### src/hdl/ilo_pkg.sv
// shared constants and types for the indexed literal offset decoder
package ilo_pkg;
  // ==========================================================
  // widths
  localparam int unsigned BUS_AW  = 4;
  localparam int unsigned BUS_DW  = 16;
  localparam int unsigned MEM_AW  = 12;
  localparam int unsigned BYTE_W  = 8;
  localparam int unsigned FLAG_W  = 5;
  localparam int unsigned BANK_W  = 4;
  // ==========================================================
  // register map, word per index
  localparam logic [BUS_AW-1:0] REG_CTRL    = 4'h0;
  localparam logic [BUS_AW-1:0] REG_INSTR   = 4'h1;
  localparam logic [BUS_AW-1:0] REG_SFP     = 4'h2;
  localparam logic [BUS_AW-1:0] REG_BANK    = 4'h3;
  localparam logic [BUS_AW-1:0] REG_ACC     = 4'h4;
  localparam logic [BUS_AW-1:0] REG_FLAGS   = 4'h5;
  localparam logic [BUS_AW-1:0] REG_LAST_EA = 4'h6;
  localparam int unsigned CTRL_BUSY_BIT     = 0;
  localparam int unsigned CTRL_FUSE_BIT     = 1;
  localparam int unsigned CTRL_INDEXED_BIT  = 2;
  // ==========================================================
  // addressing
  localparam logic [BYTE_W-1:0] OFFSET_MAX     = 8'h5f;
  localparam logic [MEM_AW-1:0] ACCESS_LO_BASE = 12'h000;
  localparam logic [MEM_AW-1:0] ACCESS_HI_BASE = 12'hf00;
  // ==========================================================
  // opcode fields
  localparam int unsigned A_BIT   = 8;
  localparam int unsigned D_BIT   = 9;
  localparam int unsigned B_LSB   = 9;
  localparam logic [BUS_DW-1:0] ADD_MASK  = 16'hfc00;
  localparam logic [BUS_DW-1:0] ADD_CODE  = 16'h2400;
  localparam logic [BUS_DW-1:0] BSET_MASK = 16'hf000;
  localparam logic [BUS_DW-1:0] BSET_CODE = 16'h8000;
  localparam logic [BUS_DW-1:0] FILL_MASK = 16'hfe00;
  localparam logic [BUS_DW-1:0] FILL_CODE = 16'h6800;
  localparam logic [BYTE_W-1:0] FILL_VALUE = 8'hff;
  // flag positions
  localparam int unsigned FLAG_C  = 0;
  localparam int unsigned FLAG_DC = 1;
  localparam int unsigned FLAG_Z  = 2;
  localparam int unsigned FLAG_OV = 3;
  localparam int unsigned FLAG_N  = 4;
  // ==========================================================
  typedef enum logic [2:0] {
    PH_IDLE = 3'b000,
    PH_Q1   = 3'b001,
    PH_Q2   = 3'b010,
    PH_Q3   = 3'b011,
    PH_Q4   = 3'b100
  } ilo_phase_type;
  typedef enum logic [1:0] {
    OP_NONE = 2'b00,
    OP_ADD  = 2'b01,
    OP_BSET = 2'b10,
    OP_FILL = 2'b11
  } ilo_op_type;
endpackage

### src/hdl/ilo_addr_gen.sv
// effective data address from the file field of a byte or bit opcode
`timescale 1ns/10ps
module ilo_addr_gen (
  input  wire logic                        i_ext_en,
  input  wire logic                        i_access_sel,
  input  wire logic [ilo_pkg::BYTE_W-1:0]  i_file,
  input  wire logic [ilo_pkg::MEM_AW-1:0]  i_frame_ptr,
  input  wire logic [ilo_pkg::BANK_W-1:0]  i_bank,
  output logic      [ilo_pkg::MEM_AW-1:0]  o_eff_addr,
  output logic                             o_indexed
);
  import ilo_pkg::*;

  logic                low_half;
  logic [MEM_AW-1:0]   sum_w;

  // ==========================================================
  // address select
  always_comb begin
    low_half  = (i_file <= OFFSET_MAX);
    // wraps inside the 4 KB data space
    sum_w     = MEM_AW'(i_frame_ptr + {4'h0, i_file});
    o_indexed = i_ext_en && !i_access_sel && low_half;
    if (i_access_sel) begin
      o_eff_addr = {i_bank, i_file};
    end else if (o_indexed) begin
      o_eff_addr = sum_w;
    end else if (low_half) begin
      o_eff_addr = ACCESS_LO_BASE | {4'h0, i_file};
    end else begin
      o_eff_addr = ACCESS_HI_BASE | {4'h0, i_file};
    end
  end
endmodule

### src/hdl/ilo_offset_decode.sv
// operand decode and execute core for indexed literal offset addressing
`timescale 1ns/10ps
// Function
// - extension off: file field is literal, access bank or bank-select bank.
// - extension on, a=0, field up to 5Fh: address is frame pointer plus field.
// - fields above 5Fh with a=0 keep their literal access bank meaning.
// - indexing applies to every byte and bit opcode carrying the a bit.
// - frame pointer zero gives the legacy access RAM addresses.
// - indexed add sums accumulator and operand, updating N, OV, C, DC, Z.
// - destination bit 0 writes the accumulator, 1 writes the memory byte.
// - indexed bit set sets bit b of the operand, flags untouched.
// - indexed fill writes all ones to the operand, flags untouched.
// - one word, one cycle: decode, read, process, write in fourth phase.
// - fuse bit 1 enables extension and indexing, 0 disables both.
// - effective address stays inside the 4096 byte data space.
module ilo_offset_decode (
  input  wire logic                        i_clock,
  input  wire logic                        i_rst_n,
  input  wire logic                        i_clk_en,
  input  wire logic                        i_extension_enable_fuse,
  input  wire logic [ilo_pkg::BUS_AW-1:0]  i_addr,
  input  wire logic [ilo_pkg::BUS_DW-1:0]  i_wdata,
  input  wire logic                        i_wr,
  input  wire logic                        i_rd,
  output logic      [ilo_pkg::BUS_DW-1:0]  o_rdata,
  output logic      [ilo_pkg::MEM_AW-1:0]  o_mem_addr,
  output logic                             o_mem_rd,
  output logic                             o_mem_wr,
  output logic      [ilo_pkg::BYTE_W-1:0]  o_mem_wdata,
  input  wire logic [ilo_pkg::BYTE_W-1:0]  i_mem_rdata,
  output logic                             o_busy
);
  import ilo_pkg::*;

  // ==========================================================
  // state
  logic                fuse_meta_q,  fuse_meta_d;
  logic                fuse_q,       fuse_d;
  ilo_phase_type       phase_q,      phase_d;
  ilo_op_type          op_q,         op_d;
  logic [BUS_DW-1:0]   ir_q,         ir_d;
  logic [MEM_AW-1:0]   sfp_q,        sfp_d;
  logic [BANK_W-1:0]   bank_q,       bank_d;
  logic [BYTE_W-1:0]   acc_q,        acc_d;
  logic [FLAG_W-1:0]   flags_q,      flags_d;
  logic [FLAG_W-1:0]   pend_flags_q, pend_flags_d;
  logic                upd_flags_q,  upd_flags_d;
  logic                to_acc_q,     to_acc_d;
  logic [BYTE_W-1:0]   result_q,     result_d;
  logic [MEM_AW-1:0]   ea_q,         ea_d;
  logic                indexed_q,    indexed_d;
  logic [BUS_DW-1:0]   rdata_q,      rdata_d;
  logic [MEM_AW-1:0]   mem_addr_q,   mem_addr_d;
  logic                mem_rd_q,     mem_rd_d;
  logic                mem_wr_q,     mem_wr_d;
  logic [BYTE_W-1:0]   mem_wdata_q,  mem_wdata_d;
  logic                busy_q,       busy_d;

  logic [MEM_AW-1:0]   ea_w;
  logic                indexed_w;
  logic [BYTE_W:0]     sum9;
  logic [4:0]          low_sum;
  logic [BYTE_W-1:0]   sum8;
  logic [BYTE_W-1:0]   bit_mask;
  ilo_op_type          op_dec;

  // ==========================================================
  // address generation, shared by every opcode carrying an a bit
  ilo_addr_gen u_addr_gen (
    .i_ext_en     (fuse_q),
    .i_access_sel (ir_q[A_BIT]),
    .i_file       (ir_q[BYTE_W-1:0]),
    .i_frame_ptr  (sfp_q),
    .i_bank       (bank_q),
    .o_eff_addr   (ea_w),
    .o_indexed    (indexed_w)
  );

  // ==========================================================
  // next state
  always_comb begin
    fuse_meta_d  = i_extension_enable_fuse;
    fuse_d       = fuse_meta_q;
    phase_d      = phase_q;
    op_d         = op_q;
    ir_d         = ir_q;
    sfp_d        = sfp_q;
    bank_d       = bank_q;
    acc_d        = acc_q;
    flags_d      = flags_q;
    pend_flags_d = pend_flags_q;
    upd_flags_d  = upd_flags_q;
    to_acc_d     = to_acc_q;
    result_d     = result_q;
    ea_d         = ea_q;
    indexed_d    = indexed_q;
    mem_addr_d   = mem_addr_q;
    mem_rd_d     = 1'b0;
    mem_wr_d     = 1'b0;
    mem_wdata_d  = mem_wdata_q;
    rdata_d      = '0;

    // opcode classes
    if ((ir_q & ADD_MASK) == ADD_CODE) begin
      op_dec = OP_ADD;
    end else if ((ir_q & BSET_MASK) == BSET_CODE) begin
      op_dec = OP_BSET;
    end else if ((ir_q & FILL_MASK) == FILL_CODE) begin
      op_dec = OP_FILL;
    end else begin
      op_dec = OP_NONE;
    end

    sum9     = {1'b0, acc_q} + {1'b0, i_mem_rdata};
    low_sum  = {1'b0, acc_q[3:0]} + {1'b0, i_mem_rdata[3:0]};
    sum8     = sum9[BYTE_W-1:0];
    bit_mask = BYTE_W'(1) << ir_q[B_LSB +: 3];

    // register writes; core updates below take precedence
    if (i_wr) begin
      case (i_addr)
        REG_INSTR: begin
          if (phase_q == PH_IDLE) begin
            ir_d    = i_wdata;
            phase_d = PH_Q1;
          end
        end
        REG_SFP:   sfp_d   = i_wdata[MEM_AW-1:0];
        REG_BANK:  bank_d  = i_wdata[BANK_W-1:0];
        REG_ACC:   acc_d   = i_wdata[BYTE_W-1:0];
        REG_FLAGS: flags_d = i_wdata[FLAG_W-1:0];
        default: ;
      endcase
    end

    // one instruction cycle in four phases
    case (phase_q)
      // idle keeps any start set by the opcode write above
      PH_IDLE: ;
      PH_Q1: begin
        // decode: latch operand address and class
        op_d       = op_dec;
        ea_d       = ea_w;
        indexed_d  = indexed_w;
        mem_addr_d = ea_w;
        mem_rd_d   = 1'b1;
        phase_d    = PH_Q2;
      end
      PH_Q2: begin
        // memory answers in the following phase
        phase_d = PH_Q3;
      end
      PH_Q3: begin
        upd_flags_d = 1'b0;
        to_acc_d    = 1'b0;
        case (op_q)
          OP_ADD: begin
            result_d              = sum8;
            pend_flags_d[FLAG_C]  = sum9[BYTE_W];
            pend_flags_d[FLAG_DC] = low_sum[4];
            pend_flags_d[FLAG_Z]  = (sum8 == '0);
            pend_flags_d[FLAG_N]  = sum8[BYTE_W-1];
            pend_flags_d[FLAG_OV] = (acc_q[BYTE_W-1] == i_mem_rdata[BYTE_W-1]) &&
                                    (sum8[BYTE_W-1] != acc_q[BYTE_W-1]);
            upd_flags_d           = 1'b1;
            to_acc_d              = !ir_q[D_BIT];
            mem_wr_d              = ir_q[D_BIT];
          end
          OP_BSET: begin
            result_d = i_mem_rdata | bit_mask;
            mem_wr_d = 1'b1;
          end
          OP_FILL: begin
            result_d = FILL_VALUE;
            mem_wr_d = 1'b1;
          end
          default: result_d = result_q;
        endcase
        mem_wdata_d = result_d;
        phase_d     = PH_Q4;
      end
      PH_Q4: begin
        // destination write lands in this phase
        if (to_acc_q) begin
          acc_d = result_q;
        end
        if (upd_flags_q) begin
          flags_d = pend_flags_q;
        end
        phase_d = PH_IDLE;
      end
      default: phase_d = PH_IDLE;
    endcase

    busy_d = (phase_d != PH_IDLE);

    // read port answers one cycle after the strobe
    if (i_rd) begin
      case (i_addr)
        REG_CTRL: begin
          rdata_d[CTRL_BUSY_BIT]    = busy_q;
          rdata_d[CTRL_FUSE_BIT]    = fuse_q;
          rdata_d[CTRL_INDEXED_BIT] = indexed_q;
        end
        REG_INSTR:   rdata_d = ir_q;
        REG_SFP:     rdata_d[MEM_AW-1:0] = sfp_q;
        REG_BANK:    rdata_d[BANK_W-1:0] = bank_q;
        REG_ACC:     rdata_d[BYTE_W-1:0] = acc_q;
        REG_FLAGS:   rdata_d[FLAG_W-1:0] = flags_q;
        REG_LAST_EA: rdata_d[MEM_AW-1:0] = ea_q;
        default:     rdata_d = '0;
      endcase
    end
  end

  // ==========================================================
  // registers
  always_ff @(posedge i_clock) begin
    if (!i_rst_n) begin
      fuse_meta_q  <= 1'b0;
      fuse_q       <= 1'b0;
      phase_q      <= PH_IDLE;
      op_q         <= OP_NONE;
      ir_q         <= '0;
      sfp_q        <= '0;
      bank_q       <= '0;
      acc_q        <= '0;
      flags_q      <= '0;
      pend_flags_q <= '0;
      upd_flags_q  <= 1'b0;
      to_acc_q     <= 1'b0;
      result_q     <= '0;
      ea_q         <= '0;
      indexed_q    <= 1'b0;
      rdata_q      <= '0;
      mem_addr_q   <= '0;
      mem_rd_q     <= 1'b0;
      mem_wr_q     <= 1'b0;
      mem_wdata_q  <= '0;
      busy_q       <= 1'b0;
    end else if (i_clk_en) begin
      fuse_meta_q  <= fuse_meta_d;
      fuse_q       <= fuse_d;
      phase_q      <= phase_d;
      op_q         <= op_d;
      ir_q         <= ir_d;
      sfp_q        <= sfp_d;
      bank_q       <= bank_d;
      acc_q        <= acc_d;
      flags_q      <= flags_d;
      pend_flags_q <= pend_flags_d;
      upd_flags_q  <= upd_flags_d;
      to_acc_q     <= to_acc_d;
      result_q     <= result_d;
      ea_q         <= ea_d;
      indexed_q    <= indexed_d;
      rdata_q      <= rdata_d;
      mem_addr_q   <= mem_addr_d;
      mem_rd_q     <= mem_rd_d;
      mem_wr_q     <= mem_wr_d;
      mem_wdata_q  <= mem_wdata_d;
      busy_q       <= busy_d;
    end
  end

  assign o_rdata     = rdata_q;
  assign o_mem_addr  = mem_addr_q;
  assign o_mem_rd    = mem_rd_q;
  assign o_mem_wr    = mem_wr_q;
  assign o_mem_wdata = mem_wdata_q;
  assign o_busy      = busy_q;
endmodule

### config.mk
export PLATFORM = sky130hd
export DESIGN_NAME = ilo_offset_decode
export DESIGN_NICKNAME = d
export VERILOG_FILES = /design/src/hdl/ilo_pkg.sv /design/src/hdl/ilo_addr_gen.sv /design/src/hdl/ilo_offset_decode.sv
export SDC_FILE = /design/constraint.sdc
export NUM_CORES = 1
export LEC_CHECK = 0
export BUFFER_PORTS_ARGS = -buffer_cell sky130_fd_sc_hd__buf_2
export CAP_MARGIN = 5
export CORE_ASPECT_RATIO = 0.6
export CORE_MARGIN = 2
export CORE_UTILIZATION = 52
export CTS_CLUSTER_DIAMETER = 100
export DETAILED_ROUTE_END_ITERATION = 12
export GPL_ROUTABILITY_DRIVEN = 0
export PLACE_DENSITY = 0.76
export SLEW_MARGIN = 25
export SYNTH_ARGS = -nofsm -noshare
export SYNTH_HDL_FRONTEND = slang
export SYNTH_HIERARCHICAL = 1
export SYNTH_SLANG_ARGS = --single-unit
### constraint.sdc
create_clock -name i_clock -period 2.06 [get_ports i_clock]
set_input_delay 0.309 -clock i_clock [delete_from_list [all_inputs] [get_ports i_clock]]
set_output_delay 0.309 -clock i_clock [all_outputs]
set_load 0.005 [all_outputs]
==> flow_metrics.py, run 1 <==
metrics = {
    "sta": {
        "finalCritPeriodShare_pct": 109,
        "rsz0062_at_grt": "true",
        "setup_viol": 1,
        "slew_headroom_pct": 56.1,
        "final_hold_viol_count": 0,
        "worstMarginPinSlew_ns": 0.658,
        "fin_crit_ns": 2.25,
        "fmax_mhz": 445,
        "setup_tns_ns": -0.187,
        "drv_slew": 0,
        "setup_ws_ns": -0.187,
        "skew_ns": 0.00875,
    },
    "clocking": {
        "cts_buffer_depth": 2,
        "clkTransAtPathRegs_ns": 0.07,
        "root_buffer": "clkbuf_16",
        "numCtsBuffers": 9,
        "cts_sinks": 99,
        "worstSkewPairLatency_ns": 0.35,
        "cts_tree": "yes",
        "postCtsHoldBufs": 0,
        "cts_max_level": 3,
    },
    "placed_design": {
        "portBuffers": 72,
        "placed_cells": 883,
        "place_area_um2": 6140,
        "dpl_worst_slack_ns": -0.324,
        "dp_hpwl_um": 12600,
    },
    "synth": {
        "ys_ff_latch": 99,
        "async_flop_share_pct": 0,
        "synth_edf_count": 0,
        "ys.flop_type": "dfxtp_1",
        "syn_inst": 652,
        "avgSynthCellArea_um2": 8.07,
        "yosysWarnings": 6,
        "netlist-cell-type-count": 65,
        "syn_area_um2": 5260,
        "seq_area_frac_synth_pct": 37.7,
        "syn-num-nets": 704,
    },
    "setup_path": {
        "r2r_slack_ns": -0.19,
        "crit_top_cell": "or4_4",
        "cp.required_ns": 2.35,
        "cp_max_fo": 2,
        "cp.arrival_ns": 2.54,
        "worstSetupPathType": "reg -> reg",
        "crit_chain": "ha_4 > inv_2 > fa_2 > nand4b_1 > or4_4 > or4_4 > o21ai_2",
        "timing.critical_path.buf_inv": 1,
        "critical_path.top_delay_family": "simple AND/OR/NAND/NOR gates",
        "slowest_delay_ns": 0.53,
        "startpoint": "acc_q[0]",
        "crit_cells": 7,
        "worst_path_max_delay_cell": "fa_2",
        "reg2reg_depth": 7,
        "critPathLaunchType": "flop",
        "r2r-start": "acc_q[0]",
        "crit_path_end_kind": "flop",
        "r2r-end": "pend_flags_q[2]",
    },
    "hold_path": {
        "hold_end": "ir_q[13]",
        "holdCritPathClass": "in -> reg",
        "hold_path_startpoint": "i_wdata[13]",
        "holdPathStages": 3,
    },
    "floorplan": {
        "die_area_um2": 11000,
        "core_um2": 9840,
        "die_y_um": 81.9,
        "num_rows": 28,
        "ioPinCount": 73,
        "die_w_um": 134,
        "initial_utilization_pct": 53.5,
    },
    "global_routing": {
        "grt_util_all_layers_pct": 31.8,
        "antenna_found_initial": 0,
        "grt_first_pass_wirelength_um": 26700,
        "grt_start_max_net_pins": 36,
        "grt_pass1_vias": 5116,
        "overflow": 0,
    },
    "route": {
        "route.detailed.drc": 0,
        "vias": 5463,
        "dr_wl_met3_um": 1910,
        "drt-pass1-iter-count": 6,
        "routedWlPerCell_um": 19.2,
        "dr_wl_met2_um": 7370,
        "wl_met1_um": 7740,
        "vias_per_cell": 6.05,
        "postRouteWirelength_um": 17300,
        "routed.top_layer": "met4",
        "drtIter0Drc": 678,
        "ant_nets": 0,
    },
    "outcome": {
        "outcome": "complete, but fails checks",
        "violations": "setup timing",
    },
    "layout": {
        "syn_to_final_growth_pct": 26.7,
        "antenna_cells": 0,
        "layout-drive-gt1-share_pct": 27.2,
        "n_fill_cell": 794,
        "finalNonFillerCells": 903,
        "nets": 815,
        "fin_area_um2": 6670,
        "final_util_pct": 67.7,
    },
    "power_and_ir_drop": {
        "ir_worst_vdd_uv": 479,
        "leakage_nw": 2.81,
        "power.density_nw_per_um2": 583,
    },
    "job": {
        "cap_viol_max_count": 0,
    },
}
## layer usage
metal | global-route usage [%] | vias to the layer above
met3 | 9.63 | 36
met4 | 8.62 | 0
met5 | 0 | -
met1 | 43.0 | 2605
met2 | 49.7 | 283
li1 | - | 2539
## through the flow
step | power, mW | hold WS, ns
3_3_place_gp | 2.28 | 0.447
4_1_cts | 3.88 | 0.190
6_report | 3.88 | 0.191
3_5_place_dp | 2.29 | 0.451
5_1_grt | 3.99 | 0.204
2_1_floorplan | 2.14 | 0.436
## cell usage after synthesis (6+ instances only)
| master | n | share of area (%) |
|---|---|---|
| a222oi_1 | 7 | 1.3 |
| and2_1 | 6 | 0.71 |
| a21oi_1 | 67 | 6.4 |
| a22oi_1 | 7 | 1.0 |
| nor2_1 | 88 | 6.3 |
| ha_1 | 16 | 3.8 |
| buf_2 | 6 | 0.57 |
| o21ai_0 | 26 | 2.5 |
| nand3_1 | 18 | 1.7 |
| xor2_1 | 9 | 1.5 |
| dfxtp_1 | 99 | 38 |
| inv_1 | 17 | 1.2 |
| mux2i_1 | 42 | 8.0 |
| a211oi_1 | 13 | 1.9 |
| clkbuf_1 | 27 | 1.9 |
| nand2_1 | 81 | 5.8 |
| nor3_1 | 6 | 0.57 |
| nand2b_1 | 11 | 1.3 |
| nor2b_1 | 11 | 1.3 |
## layout by cell type (no fill, tap or decap), types with 9 or more instances in the layout
| cell | n |
|---|---|
| clkbuf_16 | 9 |
| nor2_1 | 87 |
| ha_1 | 9 |
| a21oi_1 | 61 |
| buf_2 | 72 |
| o21ai_0 | 24 |
| xor2_1 | 9 |
| nand2b_1 | 9 |
| nor2b_1 | 11 |
| a211oi_1 | 12 |
| nand3_1 | 18 |
| mux2i_1 | 42 |
| buf_4 | 64 |
| inv_1 | 15 |
| dfxtp_2 | 10 |
| nand2_1 | 80 |
| dfxtp_1 | 88 |
## worst register-to-register path, stage by stage, from the launching register on
cell,delay (ns)
dfxtp_2,0.35
ha_4,0.15
inv_2,0.04
fa_2,0.53
nand4b_1,0.11
or4_4,0.43
or4_4,0.43
o21ai_2,0.13
## layout make-up
type | count | area, um2 | share of cell area [%]
inverters | 20 | 75.1 | 1.13
flip-flops and latches | 99 | 2000 | 30.0
clock buffers | 11 | 243 | 3.64
repair buffers | 138 | 881 | 13.2
clock inverters | 5 | 37.5 | 0.563
multi-input cells | 495 | 3260 | 48.9
well taps | 135 | 169 | 2.53
## cell families after synthesis
family	synth area share, %
xor gates and xnor gates	2.16
AOI/OAI and AO/OA	20.5
DFF	37.7
buffers and inverters	4.49
muxes	9.06
adders and majority gates	4.56
and+or+nand+nor	21.5
## flip-flops by register name (all words and copies together), names as in the netlist
register,cells
acc_q,8
fuse_d,1
sfp_q,12
indexed_q,1
ir_q,16
op_q,2
o_rdata,16
o_mem_wdata,8
pend_flags_q,5
upd_flags_q,1
o_mem_rd,1
fuse_q,1
o_mem_wr,1
o_mem_addr,12
o_busy,1
to_acc_q,1
bank_q,4
phase_q,3
flags_q,5
## how the worst max path moves through the flow
stage	to	slack (ns)
3_3_place_gp	pend_flags_q[2]	-0.27
4_1_cts	pend_flags_q[2]	-0.16
2_1_floorplan	pend_flags_q[2]	0.006
3_5_place_dp	pend_flags_q[2]	-0.32
5_1_grt	pend_flags_q[2]	-0.23
6_report	pend_flags_q[2]	-0.19
## repair_timing
| action | in CTS | in global routing |
|---|---|---|
| setup endpoints to repair | 4 | 11 |
| pin swaps | 0 | 13 |
| gates resized for setup | 11 | 36 |
| buffers inserted | 0 | 4 |
## power breakdown
part / internal [mW] / switching [mW]
logic: 0.125 / 0.206
clock network: 0.857 / 0.757
registers: 1.92 / 0.0141
total: 2.91 / 0.977
Power figures use the tool's default switching activity.
==> run 2, diff against run 1 <==
SYNTH_HIERARCHICAL = not set   (was 1)
==> run 2 against run 1 <==
Against the previous run: the run still ends with setup timing left; sequential share of layout area is 0.35 points higher; clock skew down 0.0017 ns; synthesized cell count grew 3.8%; non-clock buffer count fell by 5; critical path type unchanged; critical endpoint unchanged.
==> flow_metrics.py, run 2 <==
metrics = {
    "layout": {
        "final_common_cell": "nand2_1",
        "nets": 831,
        "multi_input_area_um2": 3230,
        "n_fill_cell": 847,
        "seqCellArea_um2": 1990,
        "layout-drive-gt1-share_pct": 24.5,
        "syn_to_final_growth_pct": 24.6,
        "layout_common_cells": "nand2_1 (121), dfxtp_1 (94), a21oi_1 (93), nor2_1 (73), buf_2 (72)",
        "antenna_cells": 0,
        "final_util_pct": 66.6,
    },
    "synth": {
        "netlist_top_cells_area": "dfxtp_1 (38%), a21oi_1 (9.3%), nand2_1 (8.6%)",
        "netlist-cell-type-count": 57,
        "ys_ff_latch": 99,
        "synth_edf_count": 0,
        "syn_inst": 677,
        "syn-num-nets": 729,
        "ys.flop_type": "dfxtp_1",
        "avgSynthCellArea_um2": 7.77,
        "synth_common_cells": "nand2_1 (121), dfxtp_1 (99), a21oi_1 (98)",
        "yosys.area.top_type_share_pct": 37.7,
        "synth_top_area_cell": "dfxtp_1",
        "yosysMostFrequentCell": "nand2_1",
        "async_flop_share_pct": 0,
        "yosysWarnings": 0,
        "syn_area_um2": 5260,
        "seq_area_frac_synth_pct": 37.7,
    },
    "clocking": {
        "postCtsHoldBufs": 0,
        "numCtsBuffers": 9,
        "root_buffer": "clkbuf_16",
        "worstSkewPairLatency_ns": 0.35,
        "cts_sinks": 99,
        "clkTransAtPathRegs_ns": 0.07,
        "cts_buffer_depth": 2,
        "cts_max_level": 3,
        "cts_tree": "yes",
    },
    "sta": {
        "drv_slew": 0,
        "worst_hold_slack_ns": 0.204,
        "setup_tns_ns": -0.0597,
        "finalCritPeriodShare_pct": 103,
        "fmax_mhz": 472,
        "final_hold_viol_count": 0,
        "setup_ws_ns": -0.0583,
        "skew_ns": 0.00708,
        "worstMarginPinSlew_ns": 0.752,
        "rsz0062_at_grt": "true",
        "fin_crit_ns": 2.12,
        "slew_headroom_pct": 49.8,
        "setup_viol": 2,
    },
    "setup_path": {
        "critPathLaunchType": "flop",
        "slowest_delay_ns": 0.49,
        "timing.critical_path.buf_inv": 0,
        "cp.arrival_ns": 2.39,
        "r2r-start": "acc_q[0]",
        "cp.required_ns": 2.33,
        "reg2reg_depth": 7,
        "critical_path.top_delay_family": "compound AO/OA/AOI/OAI gates",
        "r2r_slack_ns": -0.06,
        "r2r-end": "pend_flags_q[2]",
        "worstSetupPathType": "reg -> reg",
        "crit_cells": 7,
        "worst_path_max_delay_cell": "or4_4",
        "cp_max_fo": 2,
        "crit_path_end_kind": "flop",
        "crit_chain": "ha_4 > fa_2 > a21o_1 > a21oi_4 > xnor2_2 > or4_4 > o31ai_2",
    },
    "hold_path": {
        "holdCritPathClass": "in -> reg",
        "hold_end": "ir_q[14]",
        "hold_path_startpoint": "i_wdata[14]",
        "holdPathStages": 3,
    },
    "power_and_ir_drop": {
        "ir_worst_vdd_uv": 494,
        "leakage_nw": 2.61,
        "power.density_nw_per_um2": 591,
    },
    "route": {
        "ant_nets": 0,
        "route.detailed.drc": 0,
        "routed.top_layer": "met4",
        "postRouteWirelength_um": 18200,
        "drtIter0Drc": 759,
        "wl_met1_um": 8060,
        "drt-pass1-iter-count": 5,
        "vias_per_cell": 6.28,
        "dr_wl_met2_um": 7430,
        "routedWlPerCell_um": 19.8,
        "vias": 5772,
        "dr_wl_met3_um": 2250,
    },
    "floorplan": {
        "die_w_um": 134,
        "num_rows": 28,
        "ioPinCount": 73,
        "initial_utilization_pct": 53.4,
        "die_area_um2": 11000,
        "core_um2": 9840,
        "die_y_um": 81.9,
    },
    "global_routing": {
        "grt_pass1_vias": 5327,
        "grt_util_all_layers_pct": 33.2,
        "overflow": 0,
        "grt_first_pass_wirelength_um": 27800,
        "grt_start_max_net_pins": 29,
        "antenna_found_initial": 0,
    },
    "placed_design": {
        "dp_hpwl_um": 13500,
        "portBuffers": 72,
    },
    "outcome": {
        "violations": "setup timing",
        "outcome": "complete, but fails checks",
    },
    "job": {
        "cap_viol_max_count": 0,
    },
}
run 2: how the worst max path moves through the flow:
| stage | startpoint | endpoint | slack, ns |
|---|---|---|---|
| global route | acc_q[0] | pend_flags_q[2] | -0.11 |
| finish | acc_q[0] | pend_flags_q[2] | -0.06 |
| detailed placement | i_mem_rdata[0] | pend_flags_q[2] | -0.27 |
| global placement | i_mem_rdata[0] | pend_flags_q[2] | -0.14 |
| CTS | acc_q[0] | pend_flags_q[2] | -0.11 |
| floorplan | i_mem_rdata[0] | pend_flags_q[2] | 0.01 |
run 2: worst register-to-register path: stages (launching register included):
cell     delay [ns]
dfxtp_2        0.34
ha_4           0.16
fa_2           0.38
a21o_1         0.21
a21oi_4        0.19
xnor2_2        0.11
or4_4          0.49
o31ai_2        0.17
run 2: routing by layer:
layer / up-vias / track usage (%)
li1: 2624 / -
met1: 2710 / 46.8
met2: 386 / 50.1
met3: 52 / 8.21
met4: 0 / 10.9
met5: - / 0
run 2: where the power goes:
group	internal, mW	total, mW	switching (mW)
clock	0.828	1.61	0.778
sequential	1.92	1.94	0.0139
combinational	0.121	0.333	0.211
run 2: timing repair:
action / in CTS / in global routing
gates resized for setup: 23 / 13
pin swaps: 14 / 9
cloned: 0 / 0
buffers inserted: 6 / 3
endpoints found under the setup margin: 6 / 10
run 2: logic make-up (layout without fill, tap and decap cells):
logic type,after synthesis,in the layout,share of synthesized area (%)
muxes,21,21,4.09
AOI/OAI and AO/OA,203,203,23.9
adders and majority gates,18,18,4.57
buffers and inverters,52,159,4.07
DFF,99,99,37.7
and+or+nand+nor,273,273,23.9
xor gates and xnor gates,11,11,1.83
run 2: area by class of cell:
type                    count  share of cell area, %
clock buffers               9                   3.44
clock inverters             7                  0.802
inverters                  10                  0.573
multi-input cells         526                   49.3
flip-flops and latches     99                   30.3
well taps                 135                   2.58
repair buffers            133                   13.0
run 2: through the flow:
step	power [mW]	area, um2	setup slack [ns]	std cells
6_report	3.88	6560	-0.0583	919
5_1_grt	3.98	6560	-0.106	919
4_1_cts	3.87	6480	-0.112	917
3_5_place_dp	2.29	6040	-0.272	895
3_3_place_gp	2.27	6040	-0.142	895
2_1_floorplan	2.14	5270	0.0131	677
